$ cat src/pfc_regs.svh
// constants for the period frequency counter
`ifndef PFC_REGS_SVH
`define PFC_REGS_SVH
`define PFC_TIMEBASE_MHZ    100
`define PFC_TICK_NS         10
`define PFC_NUM_INPUTS      6
`define PFC_NUM_CUTOFFS     13
`define PFC_TICK_W          32
`define PFC_SCALE_W         16
`define PFC_CUTOFF_W        4
`define PFC_SEL_W           3
`endif

$ cat src/pfc_pkg.sv
// types for the period frequency counter
package pfc_pkg;
   typedef enum logic [2:0] {
      PFC_IDLE    = 3'b001,
      PFC_WAIT    = 3'b010,
      PFC_MEASURE = 3'b100
   } pfc_state_t;
endpackage : pfc_pkg

$ cat src/pfc_smooth.sv
// second order low pass smoothing of tick results
`timescale 1ns/1ps
`default_nettype none
module pfc_smooth
   import pfc_pkg::*;
#(
   parameter int TW = 32,
   parameter int CW = 4
)(
   input  wire logic          mclk_in,    // timebase clock
   input  wire logic          rst_in,     // sync reset
   input  wire logic          clear_in,   // restart filter
   input  wire logic          valid_in,   // new sample
   input  wire logic [TW-1:0] sample_in,  // raw ticks of one period
   input  wire logic [CW-1:0] cutoff_in,  // cutoff index 0..12
   output logic               valid_out,  // filtered sample valid
   output logic [TW-1:0]      result_out  // filtered ticks
);
   localparam int FW = TW + 16;
   initial if (TW < 8 || CW < 4) $error("pfc_smooth: width too small");
   logic [FW-1:0] s1_q;
   logic [FW-1:0] s2_q;
   logic          primed_q;
   logic [4:0]    k;
   // shift 15 is the lowest cutoff, 3 the highest
   function automatic logic [4:0] shift_of(input logic [CW-1:0] c);
      shift_of = (c > CW'(12)) ? 5'h0F : 5'(5'h0F - 5'(c));
   endfunction : shift_of
   assign k = shift_of(cutoff_in);
   // two cascaded first order sections give a second order response
   always_ff @(posedge mclk_in)
   begin
      if (rst_in || clear_in)
      begin
         s1_q       <= '0;
         s2_q       <= '0;
         primed_q   <= 1'b0;
         valid_out  <= 1'b0;
         result_out <= '0;
      end
      else
      begin
         valid_out <= valid_in;
         if (valid_in)
         begin
            if (!primed_q)
            begin
               s1_q       <= {sample_in, 16'h0000};
               s2_q       <= {sample_in, 16'h0000};
               primed_q   <= 1'b1;
               result_out <= sample_in;
            end
            else
            begin
               s1_q       <= s1_q + ({sample_in, 16'h0000} >> k) - (s1_q >> k);
               s2_q       <= s2_q + (s1_q >> k) - (s2_q >> k);
               result_out <= s2_q[FW-1:16];
            end
         end
      end
   end
endmodule : pfc_smooth
`default_nettype wire

$ cat src/pfc_counter.sv
// period frequency counter channel with edge counting mode
`timescale 1ns/1ps
`default_nettype none
`include "pfc_regs.svh"
// Behaviour
// each tick counts one 10 ns period of the 100 MHz clock
// result is a tick count and a scaling factor
// outputs always hold the latest completed result
// input terminal and active edge are selectable
// with smoothing on every period passes a second order filter
// thirteen cutoff settings per channel, lowest is 1 Hz
// smoothing on ignores divisor, measurement time and max period
// nonzero divisor N averages N consecutive periods
// nonzero measurement time averages whole periods inside the window; code ends at the first active edge once the window has elapsed
// both set: whichever criterion completes first is reported
// zero disables a criterion; divisor 1 measures one period
// period above maximum gives a zero result
// maximum period zero disables the timeout
// once armed, measurement starts at the first active edge
// results read zero until first measurement after arming
// edge mode counts active edges, running count readable
// scaling factor equals number of periods accumulated
module pfc_counter
   import pfc_pkg::*;
#(
   parameter int NIN = `PFC_NUM_INPUTS,
   parameter int TW  = `PFC_TICK_W,
   parameter int SW  = `PFC_SCALE_W
)(
   input  wire logic                     mclk_in,      // 100 MHz timebase
   input  wire logic                     rst_in,       // sync reset, high
   input  wire logic [NIN-1:0]           sig_in,       // conditioned inputs
   input  wire logic [`PFC_SEL_W-1:0]    src_sel_in,   // input terminal select
   input  wire logic                     edge_fall_in, // 1 falling, 0 rising
   input  wire logic                     arm_in,       // level: counter armed
   input  wire logic                     edge_mode_in, // 1 edge counting
   input  wire logic                     smooth_en_in, // smoothing filter on
   input  wire logic [`PFC_CUTOFF_W-1:0] cutoff_in,    // cutoff index 0..12
   input  wire logic [SW-1:0]            divisor_in,   // periods to average
   input  wire logic [TW-1:0]            meas_time_in, // window in ticks
   input  wire logic [TW-1:0]            max_per_in,   // timeout in ticks
   output logic [TW-1:0]                 ticks_out,    // tick count or edges
   output logic [SW-1:0]                 scale_out,    // scaling factor
   output logic                          ready_out,    // first result done
   output logic                          update_out,   // new result pulse
   output logic                          overflow_out  // tick or period counter overflow
);
   localparam int TICK_NS = 1000 / `PFC_TIMEBASE_MHZ;
   initial if (NIN < 1 || NIN > (1 << `PFC_SEL_W) || TW < 8 || SW < 2
               || TICK_NS != `PFC_TICK_NS)
      $error("pfc_counter: unsupported parameters");

   logic [NIN-1:0] sync1_q;
   logic [NIN-1:0] sync2_q;
   logic           sel_q;
   logic           prev_q;
   logic           armed_q;
   logic           act_edge;
   pfc_state_t     state_q;
   logic [TW-1:0]  acc_q;      // ticks since first edge of this result
   logic [TW-1:0]  per_q;      // ticks since last edge
   logic [TW-1:0]  win_q;      // ticks since measurement window opened
   logic [SW-1:0]  nper_q;     // periods accumulated
   logic [TW-1:0]  edges_q;
   logic           sm_valid;
   logic [TW-1:0]  sm_result;
   logic           div_done;
   logic           time_done;
   logic           timeout;
   logic           acc_full;
   logic           raw_done;
   logic           start;

   function automatic logic sel_bit(input logic [NIN-1:0] v,
                                    input logic [`PFC_SEL_W-1:0] s);
      sel_bit = (int'(s) < NIN) ? v[s] : 1'b0;
   endfunction : sel_bit

   // two flop synchroniser per input
   always_ff @(posedge mclk_in)
   begin
      if (rst_in)
      begin
         sync1_q <= '0;
         sync2_q <= '0;
      end
      else
      begin
         sync1_q <= sig_in;
         sync2_q <= sync1_q;
      end
   end

   // source selection and edge detection
   always_ff @(posedge mclk_in)
   begin
      if (rst_in)
      begin
         sel_q  <= 1'b0;
         prev_q <= 1'b0;
      end
      else
      begin
         sel_q  <= sel_bit(sync2_q, src_sel_in);
         prev_q <= sel_q;
      end
   end
   // polarity applied after the flops: an idle low line gives no false edge
   assign act_edge = edge_fall_in ? (prev_q && !sel_q) : (sel_q && !prev_q);

   always_ff @(posedge mclk_in)
   begin
      if (rst_in)
         armed_q <= 1'b0;
      else
         armed_q <= arm_in;
   end
   assign start = arm_in && !armed_q;

   // completion criteria
   assign div_done  = (divisor_in != '0) && (nper_q + SW'(1) >= divisor_in);
   assign time_done = (meas_time_in != '0) && (win_q + TW'(1) >= meas_time_in);
   assign timeout   = (max_per_in != '0) && (per_q >= max_per_in);
   assign acc_full  = (acc_q == '1) || (nper_q == '1);
   // default criterion when both disabled: one period
   assign raw_done  = act_edge && (div_done || time_done ||
                      ((divisor_in == '0) && (meas_time_in == '0)));

   // measurement sequencer
   always_ff @(posedge mclk_in)
   begin
      if (rst_in || !arm_in || edge_mode_in)
      begin
         state_q <= PFC_IDLE;
         acc_q   <= '0;
         per_q   <= '0;
         win_q   <= '0;
         nper_q  <= '0;
      end
      else
      begin
         case (state_q)
            PFC_IDLE:
               state_q <= PFC_WAIT;
            PFC_WAIT:
               if (act_edge)
               begin
                  state_q <= PFC_MEASURE;
                  acc_q   <= TW'(1);
                  per_q   <= TW'(1);
                  win_q   <= TW'(1);
                  nper_q  <= '0;
               end
            PFC_MEASURE:
               if (smooth_en_in)
               begin
                  acc_q  <= act_edge ? TW'(1) : acc_q + TW'(1);
                  per_q  <= act_edge ? TW'(1) : per_q + TW'(1);
                  nper_q <= '0;
               end
               else if (raw_done || (!smooth_en_in && act_edge && acc_full))
               begin
                  acc_q  <= TW'(1);
                  per_q  <= TW'(1);
                  win_q  <= TW'(1);
                  nper_q <= '0;
               end
               else if (timeout)
               begin
                  state_q <= PFC_WAIT;
               end
               else
               begin
                  acc_q  <= acc_full ? acc_q : acc_q + TW'(1);
                  per_q  <= act_edge ? TW'(1) : per_q + TW'(1);
                  win_q  <= win_q + TW'(1);
                  nper_q <= act_edge ? nper_q + SW'(1) : nper_q;
               end
            default:
               state_q <= PFC_IDLE;
         endcase
      end
   end

   pfc_smooth #(
      .TW (TW),
      .CW (`PFC_CUTOFF_W)
   ) u_smooth (
      .mclk_in    (mclk_in),
      .rst_in     (rst_in),
      .clear_in   (!arm_in || !smooth_en_in),
      .valid_in   (smooth_en_in && state_q == PFC_MEASURE && act_edge),
      .sample_in  (acc_q),
      .cutoff_in  (cutoff_in),
      .valid_out  (sm_valid),
      .result_out (sm_result)
   );

   // edge counting
   always_ff @(posedge mclk_in)
   begin
      if (rst_in || !arm_in || !edge_mode_in)
         edges_q <= '0;
      else if (act_edge)
         edges_q <= edges_q + TW'(1);
   end

   // result registers
   always_ff @(posedge mclk_in)
   begin
      update_out <= 1'b0;
      if (rst_in || start)
      begin
         ticks_out    <= '0;
         scale_out    <= '0;
         ready_out    <= 1'b0;
         overflow_out <= 1'b0;
      end
      else if (edge_mode_in)
      begin
         ticks_out <= edges_q;
         scale_out <= '0;
      end
      else if (smooth_en_in)
      begin
         if (sm_valid)
         begin
            ticks_out  <= sm_result;
            scale_out  <= SW'(1);
            ready_out  <= 1'b1;
            update_out <= 1'b1;
         end
      end
      else if (state_q == PFC_MEASURE && act_edge
               && (raw_done || acc_full))
      begin
         ticks_out    <= acc_q;
         scale_out    <= nper_q + SW'(1);
         ready_out    <= 1'b1;
         update_out   <= 1'b1;
         overflow_out <= acc_full && !raw_done;
      end
      else if (state_q == PFC_MEASURE && timeout)
      begin
         ticks_out  <= '0;
         scale_out  <= '0;
         ready_out  <= 1'b1;
         update_out <= 1'b1;
      end
   end

   // outside edge mode and arming, result changes only with an update pulse
   stable_result_a: assert property (@(posedge mclk_in) disable iff (rst_in)
      !update_out && !edge_mode_in && !$past(start) && !$past(edge_mode_in)
      |-> $stable(ticks_out))
      else $error("result changed without update");
   zero_before_ready_a: assert property (@(posedge mclk_in) disable iff (rst_in)
      !ready_out && !edge_mode_in |-> ticks_out == '0 && scale_out == '0)
      else $error("nonzero result before first measurement");
   arm_clears_a: assert property (@(posedge mclk_in) disable iff (rst_in)
      start |=> !ready_out && ticks_out == '0)
      else $error("arming did not clear result");
   wait_edge_a: assert property (@(posedge mclk_in) disable iff (rst_in)
      state_q == PFC_WAIT && arm_in && !edge_mode_in && !act_edge |=> state_q != PFC_MEASURE)
      else $error("measurement started without edge");
   scale_match_a: assert property (@(posedge mclk_in) disable iff (rst_in)
      update_out && !smooth_en_in && !$past(smooth_en_in) && ticks_out != '0
      |-> scale_out != '0)
      else $error("scale zero with nonzero ticks");
   divisor_cap_a: assert property (@(posedge mclk_in) disable iff (rst_in)
      update_out && !$past(smooth_en_in) && $past(divisor_in) != '0
      && $past(meas_time_in) == '0 && !$past(acc_full) && ticks_out != '0
      |-> scale_out == $past(divisor_in))
      else $error("period count differs from divisor");
   timeout_zero_a: assert property (@(posedge mclk_in) disable iff (rst_in)
      state_q == PFC_MEASURE && timeout && !act_edge && !smooth_en_in && arm_in
      && !edge_mode_in && !start |=> ticks_out == '0 && update_out)
      else $error("timeout did not zero result");
   no_timeout_a: assert property (@(posedge mclk_in) disable iff (rst_in)
      max_per_in == '0 && state_q == PFC_MEASURE && arm_in && !edge_mode_in
      |=> state_q == PFC_MEASURE)
      else $error("timeout fired while disabled");
   edge_count_a: assert property (@(posedge mclk_in) disable iff (rst_in)
      edge_mode_in && arm_in && $past(edge_mode_in) && $past(arm_in) && act_edge
      |=> edges_q == $past(edges_q) + TW'(1))
      else $error("edge not counted");

   // sequencer and result checks
   first_edge_a: assert property (@(posedge mclk_in) disable iff (rst_in)
      state_q == PFC_WAIT && act_edge && arm_in && !edge_mode_in
      |=> state_q == PFC_MEASURE && acc_q == TW'(1))
      else $error("first active edge did not start measurement");
   disarm_idle_a: assert property (@(posedge mclk_in) disable iff (rst_in)
      !arm_in
      |=> state_q == PFC_IDLE && nper_q == '0)
      else $error("disarmed counter kept measuring");
   tick_step_a: assert property (@(posedge mclk_in) disable iff (rst_in)
      state_q == PFC_MEASURE && arm_in && !edge_mode_in && !act_edge && !acc_full
      && !(timeout && !smooth_en_in)
      |=> acc_q == $past(acc_q) + TW'(1))
      else $error("tick count did not advance by one");
   smooth_scale_a: assert property (@(posedge mclk_in) disable iff (rst_in)
      update_out && $past(smooth_en_in) && !$past(edge_mode_in)
      |-> scale_out == SW'(1) && ticks_out == $past(sm_result))
      else $error("smoothed result not taken from filter");
   smooth_hold_a: assert property (@(posedge mclk_in) disable iff (rst_in)
      state_q == PFC_MEASURE && smooth_en_in && arm_in && !edge_mode_in
      |=> state_q == PFC_MEASURE && nper_q == '0)
      else $error("smoothing obeyed averaging or timeout settings");
   single_period_a: assert property (@(posedge mclk_in) disable iff (rst_in)
      update_out && $past(divisor_in) == '0 && $past(meas_time_in) == '0
      && !$past(smooth_en_in) && !$past(edge_mode_in) && ticks_out != '0
      |-> scale_out == SW'(1) && !overflow_out)
      else $error("disabled criteria did not give one period");
   window_end_a: assert property (@(posedge mclk_in) disable iff (rst_in)
      update_out && $past(divisor_in) == '0 && $past(meas_time_in) != '0
      && !$past(smooth_en_in) && !$past(edge_mode_in) && !overflow_out && ticks_out != '0
      |-> $past(win_q) + TW'(1) >= $past(meas_time_in))
      else $error("window result before window elapsed");
   first_wins_a: assert property (@(posedge mclk_in) disable iff (rst_in)
      update_out && $past(divisor_in) != '0 && $past(meas_time_in) != '0
      && !$past(smooth_en_in) && !$past(edge_mode_in) && !overflow_out && ticks_out != '0
      |-> scale_out <= $past(divisor_in))
      else $error("dynamic averaging ran past the divisor");
   timeout_wait_a: assert property (@(posedge mclk_in) disable iff (rst_in)
      state_q == PFC_MEASURE && timeout && !act_edge && !smooth_en_in && arm_in
      && !edge_mode_in
      |=> state_q == PFC_WAIT && scale_out == '0)
      else $error("timeout did not restart at a new edge");
   edge_scale_a: assert property (@(posedge mclk_in) disable iff (rst_in)
      edge_mode_in && !start
      |=> scale_out == '0 && ticks_out == $past(edges_q) && !update_out)
      else $error("edge mode result not the running count");
   ready_hold_a: assert property (@(posedge mclk_in) disable iff (rst_in)
      ready_out && !start
      |=> ready_out)
      else $error("ready dropped without rearming");
   update_ready_a: assert property (@(posedge mclk_in) disable iff (rst_in)
      update_out
      |-> ready_out)
      else $error("result without ready");
endmodule : pfc_counter
`default_nettype wire

$ cat config.mk
export PLATFORM = sky130hd
export DESIGN_NAME = pfc_counter
export DESIGN_NICKNAME = d
export VERILOG_FILES = /design/src/pfc_pkg.sv /design/src/pfc_smooth.sv /design/src/pfc_counter.sv
export VERILOG_INCLUDE_DIRS = /design/src
export SDC_FILE = /design/constraint.sdc
export NUM_CORES = 2
export LEC_CHECK = 0
export BUFFER_PORTS_ARGS = -buffer_cell sky130_fd_sc_hd__buf_2
export CORE_MARGIN = 10
export CORE_UTILIZATION = 35
export CTS_CLUSTER_SIZE = 24
export DETAILED_ROUTE_END_ITERATION = 10
export GPL_TIMING_DRIVEN = 0
export HOLD_SLACK_MARGIN = 0.06
export SLEW_MARGIN = 40
export SYNTH_ARGS = -nofsm -noshare
export SYNTH_HDL_FRONTEND = slang
export SYNTH_SLANG_ARGS = --single-unit
$ cat constraint.sdc
create_clock -name mclk_in -period 8.6 [get_ports mclk_in]
set_input_delay 0.43 -clock mclk_in [delete_from_list [all_inputs] [get_ports mclk_in]]
set_output_delay 0.43 -clock mclk_in [all_outputs]
set_load 0.1 [all_outputs]
== After elaboration in Yosys (flattened, before gate mapping) ==
Cells that the tools add are included.

* Bits in registers: 343
* Output and inout port bits: 51
* Word-level logic and storage cells: 162
* Input bits: 99

* Bitwise operators: 3
* $add $sub $neg: 10
* Reduce and logical (&&, ||, !) cells: 53
* $lt $le $gt $ge: 6
* Muxes and demuxes: 51
* Equality and inequality tests: 15
* Shift operators: 3

{| class="wikitable"
|+ Operators by type and width
! cell !! number
|-
| $mux W32 || 19
|-
| $pmux W32 S2 || 3
|-
| $mux W16 || 9
|-
| $shr A48 B5 Y48 || 3
|-
| $add A32 B1 Y32 const B || 4
|-
| $add A48 B48 Y48 || 2
|-
| $mux W48 || 2
|-
| $sub A48 B48 Y48 || 2
|-
| $ge A32 B32 Y1 || 2
|-
| $reduce_bool A32 Y1 || 2
|-
| $eq A32 B32 Y1 const B || 1
|-
| $logic_not A32 Y1 || 1
|-
| $pmux W16 S2 || 1
|-
| $add A16 B1 Y16 const B || 1
|-
| $eq A16 B16 Y1 const B || 1
|-
| $ge A16 B16 Y1 || 1
|-
| $logic_and A1 B1 Y1 || 16
|-
| $logic_not A16 Y1 || 1
|-
| $reduce_and A4 Y1 || 4
|-
| $reduce_bool A16 Y1 || 1
|-
| $mux W3 || 4
|-
| $ne A4 B4 Y1 const B || 3
|-
| $logic_or A1 B1 Y1 || 11
|-
| $mux W1 || 10
|-
| other kinds (22) || 37
|}

== Logic depth before layout (Yosys ltp) ==
* Depth in word-level cells: 11
* Gate-level depth with buffers: 27
* Depth with buffers taken out: 23

== Modules after synthesis ==
A second synthesis with hierarchy kept.

* Cell total of the unflattened synthesis: 4236
* Area, all modules: 31694.1 sq um

{| class="wikitable"
|+ By module, submodules not included
! module !! area each (sq um) !! times used !! cells each !! seq. area each (sq um)
|-
| pfc_smooth || 18611.6 || 1 || 2609 || 2602.5
|-
| pfc_counter || 13082.5 || 1 || 1627 || 4264.1
|}

== Worst setup path after synthesis ==
No wires, ideal clock.

* Path type: input to register
* Start: input cutoff_in[0]
* End: register u_smooth.s2_q[40]
* Arrival time: 5.837 ns
* Path buffers: 4
* Path slack: 2.627 ns
* Setup time: 0.136 ns
* Required time: 8.464 ns
* Stages on the path: 21
* Path through: clkbuf_1 > or2_2 > a21oi_1 > buf_1 > buf_1 > buf_1 > mux2i_1 > a21oi_1 > fa_1 > inv_1 > fa_1 > a21o_1 > a221o_1 > a31o_2 > a21oi_1 > nand4bb_1 > nand4b_1 > a211oi_1 > mux2i_1 > a2111oi_0 > a211oi_1

* Word-level cells in the longest chain between the ends: 6
* Elaborated cells on any way between the ends: 8
* Classes of those cells: add/sub (3); order compare (1); shift (2); mux (2)

{| class="wikitable"
|+ RTL lines
! item !! line !! text
|-
| from (decl) || pfc_counter.sv:38 || <nowiki>input wire logic [`PFC_CUTOFF_W-1:0] cutoff_in,</nowiki>
|-
| $sub A4 B4 Y5 / $gt A4 B4 Y1 (equally long branches) || pfc_smooth.sv:27 || <nowiki>shift_of = (c > CW'(12)) ? 5'h0F : 5'(5'h0F - 5'(c));</nowiki>
|-
| $mux W5 * || pfc_smooth.sv:27 ||
|-
| $shr A48 B5 Y48 || pfc_smooth.sv:56 || <nowiki>s2_q <= s2_q + (s1_q >> k) - (s2_q >> k);</nowiki>
|-
| $add A48 B48 Y48 || pfc_smooth.sv:56 ||
|-
| $sub A48 B48 Y48 * || pfc_smooth.sv:56 ||
|-
| $mux W48 * || pfc_smooth.sv:46 || <nowiki>if (!primed_q)</nowiki>
|-
| to (signal assigned) || pfc_smooth.sv:49 || <nowiki>s2_q <= {sample_in, 16'h0000};</nowiki>
|-
| to (signal assigned) || pfc_smooth.sv:56 ||
|-
| to (decl) || pfc_smooth.sv:22 || <nowiki>logic [FW-1:0] s2_q;</nowiki>
|}

Mark *: on every way between the ends. The rest lies on a longest branch, timed or not.
A chain may end at the register's enable or synchronous reset.

== Worst setup path in the final report ==
* Start: input cutoff_in[1]
* End: register u_smooth.s1_q[27]

* Word-level cells in the longest chain between the ends: 6
* Elaborated cells on any way between the ends: 8
* Classes of those cells: add/sub (3); order compare (1); shift (2); mux (2)

{| class="wikitable"
|+ RTL lines
! item !! line !! text
|-
| $sub A4 B4 Y5 / $gt A4 B4 Y1 (equally long branches) || pfc_smooth.sv:27 ||
|-
| $mux W5 * || pfc_smooth.sv:27 ||
|-
| $shr A48 B5 Y48 || pfc_smooth.sv:55 || <nowiki>s1_q <= s1_q + ({sample_in, 16'h0000} >> k) - (s1_q >> k);</nowiki>
|-
| $add A48 B48 Y48 || pfc_smooth.sv:55 ||
|-
| $sub A48 B48 Y48 * || pfc_smooth.sv:55 ||
|-
| $mux W48 * || pfc_smooth.sv:46 ||
|-
| to (signal assigned) || pfc_smooth.sv:48 || <nowiki>s1_q <= {sample_in, 16'h0000};</nowiki>
|-
| to (signal assigned) || pfc_smooth.sv:55 ||
|-
| to (decl) || pfc_smooth.sv:21 || <nowiki>logic [FW-1:0] s1_q;</nowiki>
|}

Marked as above.

==> parameters.txt <==
Parameter                              Value

Yosys
  Leading cell type by number of instances after synthesis ... inv_1
  Mapped cell area ... 31090 um^2
  Cell variety after synth ... 91
  Synthesized netlist cell count ... 4146
  EDFF count, synth ... 0
  Top area cells in the synthesized netlist ... dfxtp_1 (22%), mux2i_1 (8.2%), ha_1 (7.2%)
  Fraction of registers with async set/reset ... 0%
  Average instance area after synthesis ... 7.499 um^2
  Area fraction of the dominant cell type after synthesis ... ~22%
  Sequential share of the synthesized area ... 22.09%
  Most numerous cell types in the synthesized netlist ... inv_1 (443), nand2_1 (377), nor2_1 (362), a21oi_1 (343), dfxtp_1 (343)
  Biggest area consumer among synthesized cells ... dfxtp_1
  Commonest register cell after synthesis ... dfxtp_1
  Post-synthesis register bit count ... 343
  Warnings from Yosys ... 0

Critical path
  Type of destination of the critical path ... flop
  Category of the critical setup timing path ... primary input to flop
  Critical path data required time ... 9.10 ns
  Capture point of the worst reg-to-reg path ... win_q[21]$_SDFFE_PP0P_
  Arrival time worst endpoint ... ~8.6 ns
  Worst Reg-to-Reg Cells ... 21
  Max stage delay cell, worst path ... a21oi_1
  Maximum single-stage delay on the critical path ... approximately 0.77 ns
  Type of origin of the critical path ... primary input
  CP Cell Sequence ... buf_2 > clkbuf_1 > inv_1 > a21oi_1 > clkbuf_1 > clkbuf_2 > mux2i_1 > mux2i_1 > o21a_1 > fa_1 > inv_1 > ha_1 > and3_1 > nand2_1 > a211oi_1 > o21ai_0 > o31ai_1 > a31oi_1 > or3_1 > nand4_1 > xnor2_1 > a2111oi_0
  Largest fanout of any net on the critical path ... 10
  Worst R2R Setup Slack ... 2.10 ns
  Start of the worst register-to-register path ... win_q[0]$_SDFFE_PP0P_

Worst hold path
  HP Start ... sig_in[2]
  Hold Path Class ... primary input to flop
  Hold depth ... 2
  Endpoint, Worst Hold ... sync1_q[2]$_SDFF_PP0_

Timing
  Final worst-path cycle share ... 93.64%
  Pins over their slew limit ... 0
  Clock period minus worst slack ... 8.053 ns
  Endpoints failing setup ... 0
  Worst-case headroom to the max-slew limit ... 31.58%
  Clock Skews ... between 0.03 and 0.04 ns
  Maximum frequency from static timing analysis ... 0.1242 GHz
  Hold slack ... 0.06370 ns
  RSZ-0062 raised after global routing ... false
  Final hold viol count ... 0
  Slew at the pin closest to its max-slew limit ... slightly above 1 ns

Clock network
  Total clock buffers created by CTS ... 44
  Insertion delay of the later-clocked pin in the worst-skew pair ... 0.62 ns
  CTS max path bufs ... 3
  CTS Sinks ... 343
  Root Buffer ... clkbuf_16
  TritonCTS clock tree ... built
  Deepest level of the CTS H-tree ... 2
  Clock-pin slew reported for the worst setup and hold paths after clock tree synthesis ... 0.06 ns

Floorplanning
  Standard cell core area ... 88240 um^2
  I/O pin count ... 150
  Die Y-Extent ... 318.0 um
  Initial core utilization ... 35.24%
  Cell row count ... 109
  Die X-Extent ... 318.0 um
  Die area ... 101200 um^2

Drt
  Vias per cell ... 5.824
  Vias ... 32.33k
  WL final ... 136.6 mm
  DRC violations left ... 0
  DRC marker count from the first detailed-route iteration ... 3262
  WL/cell ... 24.60 um
  Post-DRT Antenna Nets ... 0
  First-pass iteration count of the detailed router ... 6

Power
  Clock power frac ... 43.7%
  Cell leakage power ... 14.86 nW
  Largest vdd supply drop ... around 0.13 mV
  Fraction of power spent switching nets ... 32.05%
  Sw power ... 0.001507 W
  Internal power ... 0.003194 W
  Final total power ... 0.004701 W
  Total power density per cell area ... approximately 130 nW/um^2
  Relative contribution of combinational cells to total power ... 22.4%
  Share of total power in sequential cells ... 33.9%

Cells and area
  Area added between synthesis and finish ... 12.66%
  Share of layout cells above drive strength 1 ... 7.659%
  Number of nets in the final layout ... roughly 4.7k
  Ant. Diodes ... 0
  Utilization after layout ... 39.70%
  Final instance area ... 35030 um^2

Flow run
  Maximum capacitance violations ... 0

GRT
  Total track usage ... around a quarter
  Pin count of the biggest net entering global routing ... 14
  Number of global-route vias before repair ... between 30k and 40k
  Global-route congestion overflow total ... 0
  Global-route wire length before repair ... 201.0 mm
  Antenna violations before repair ... 3

Place
  HPWL after detailed placement ... 109.1 mm
  Placed Area ... about 33000 um^2
  Final weighted congestion in routability-driven placement ... 1.048
  IO Port Bufs ... 147

Status
  Run status ... finished clean
-- metal layers --
| metal | up-vias | wire length (um) | share of wire (%) | GRT usage [%] |
|---|---|---|---|---|
| met5 | - | 0 | 0 | 0 |
| met4 | 0 | 7624 | 5.6 | 12.71 |
| met3 | 331 | 11540 | 8.4 | 5.329 |
| met2 | 1494 | 61300 | 45 | 41.31 |
| met1 | 15527 | 56100 | 41 | 32.04 |
| li1 | 14982 | - | - | - |
-- how the worst max path moves through the flow --
stage,from,end,slack [ns]
after CTS,cutoff_in[1],u_smooth.s1_q[27]$_SDFFE_PP0P_,0.89
after global placement,cutoff_in[1],u_smooth.s1_q[27]$_SDFFE_PP0P_,-0.02
after floorplan,cutoff_in[0],u_smooth.s2_q[40]$_SDFFE_PP0P_,2.63
after detailed placement,cutoff_in[1],u_smooth.s1_q[27]$_SDFFE_PP0P_,0.26
final,cutoff_in[1],u_smooth.s1_q[27]$_SDFFE_PP0P_,0.55
after global routing,cutoff_in[1],u_smooth.s1_q[27]$_SDFFE_PP0P_,0.54
-- timing repair --
item                                    4_1_cts  5_1_grt
resized for setup                             0        0
endpoints found under the setup margin        0        0
endpoints found under the hold margin         5        0
buffers inserted                              0        0
hold buffers                                  5        0
-- logic make-up (layout without fill, tap and decap cells) --
| family | count (synthesis) | count (layout) | share of synthesized area, % |
|---|---|---|---|
| AOI/OAI and AO/OA | 1130 | 1130 | 23.32 |
| muxes | 272 | 272 | 9.188 |
| other | 2 | 8 | 0.02415 |
| xor gates and xnor gates | 154 | 154 | 4.338 |
| and+or+nand+nor | 1265 | 1265 | 19.12 |
| adders and majority gates | 274 | 274 | 13.30 |
| buffers and inverters | 706 | 941 | 8.636 |
| DFF | 343 | 343 | 22.09 |
-- per-stage QoR --
stage          worst slack (ns)  cells  setup TNS (ns)
2_1_floorplan             2.627   4152               0
3_3_place_gp           -0.02239   5464        -0.02239
3_5_place_dp             0.2572   5465               0
4_1_cts                  0.8873   5551               0
5_1_grt                  0.5374   5552               0
6_report                 0.5469   5552               0
-- cells in the final DEF, fill, tap and decap left out, types with 12 or more instances in the layout --
cell type	count
inv_1	443
nand2_1	376
nor2_1	357
a21oi_1	343
dfxtp_1	343
mux2i_1	253
o21ai_0	218
clkbuf_1	194
ha_1	180
buf_2	169
nand3_1	123
a211oi_1	97
fa_1	94
a21o_1	89
xnor2_1	88
a22oi_1	81
nor3_1	76
xor2_1	66
a31oi_1	59
and3_1	56
nand4_1	51
clkbuf_16	45
nand2b_1	37
nor2b_1	34
and2_1	33
o21a_1	33
clkbuf_2	30
or3_1	27
nor4_1	26
and4_1	24
buf_1	23
o22ai_1	20
o211ai_1	20
a311oi_1	17
a311o_1	16
o31ai_1	15
a221oi_1	12
-- registers in the layout (all words and copies together), names as in the netlist, 3 cells and up --
| name | count |
|---|---|
| per_q | 32 |
| u_smooth.result_out | 32 |
| acc_q | 32 |
| nper_q | 16 |
| sync2_q | 6 |
| win_q | 32 |
| edges_q | 32 |
| sync1_q | 6 |
| u_smooth.s1_q | 48 |
| ticks_out | 32 |
| u_smooth.s2_q | 48 |
| scale_out | 16 |
| state_q | 3 |
-- layout make-up --
class,count,area [um^2]
inverter,444,1667
sequential,343,6867
tap,1165,1458
clock inverter,21,319.1
timing repair buffer,154,804.5
clock buffer,60,1242
buffer,262,1060
multi-input combinational,3103,21610
fill,9328,53210
-- power by group through the flow --
stage / combinational (W) / sequential [W] / clock, W
after global routing: 0.00114 / 0.00159 / 0.00213
final: 0.00106 / 0.00159 / 0.00205
after CTS: 0.00104 / 0.00159 / 0.00207
after floorplan: 0.000701 / 0.00163 / 0
after global placement: 0.00103 / 0.00163 / 0
after detailed placement: 0.00103 / 0.00163 / 0
-- worst max-delay path: cells and delay by family --
kind | cells | cell delay, ns
AO/OA/AOI/OAI | 7 | 3.25
multiplexers | 2 | 0.81
adder cells (fa/ha/maj) | 2 | 0.86
AND/OR/NAND/NOR | 4 | 0.82
buffers and inverters | 6 | 2.18
XOR/XNOR | 1 | 0.18
(Power assumes the default switching activity.)
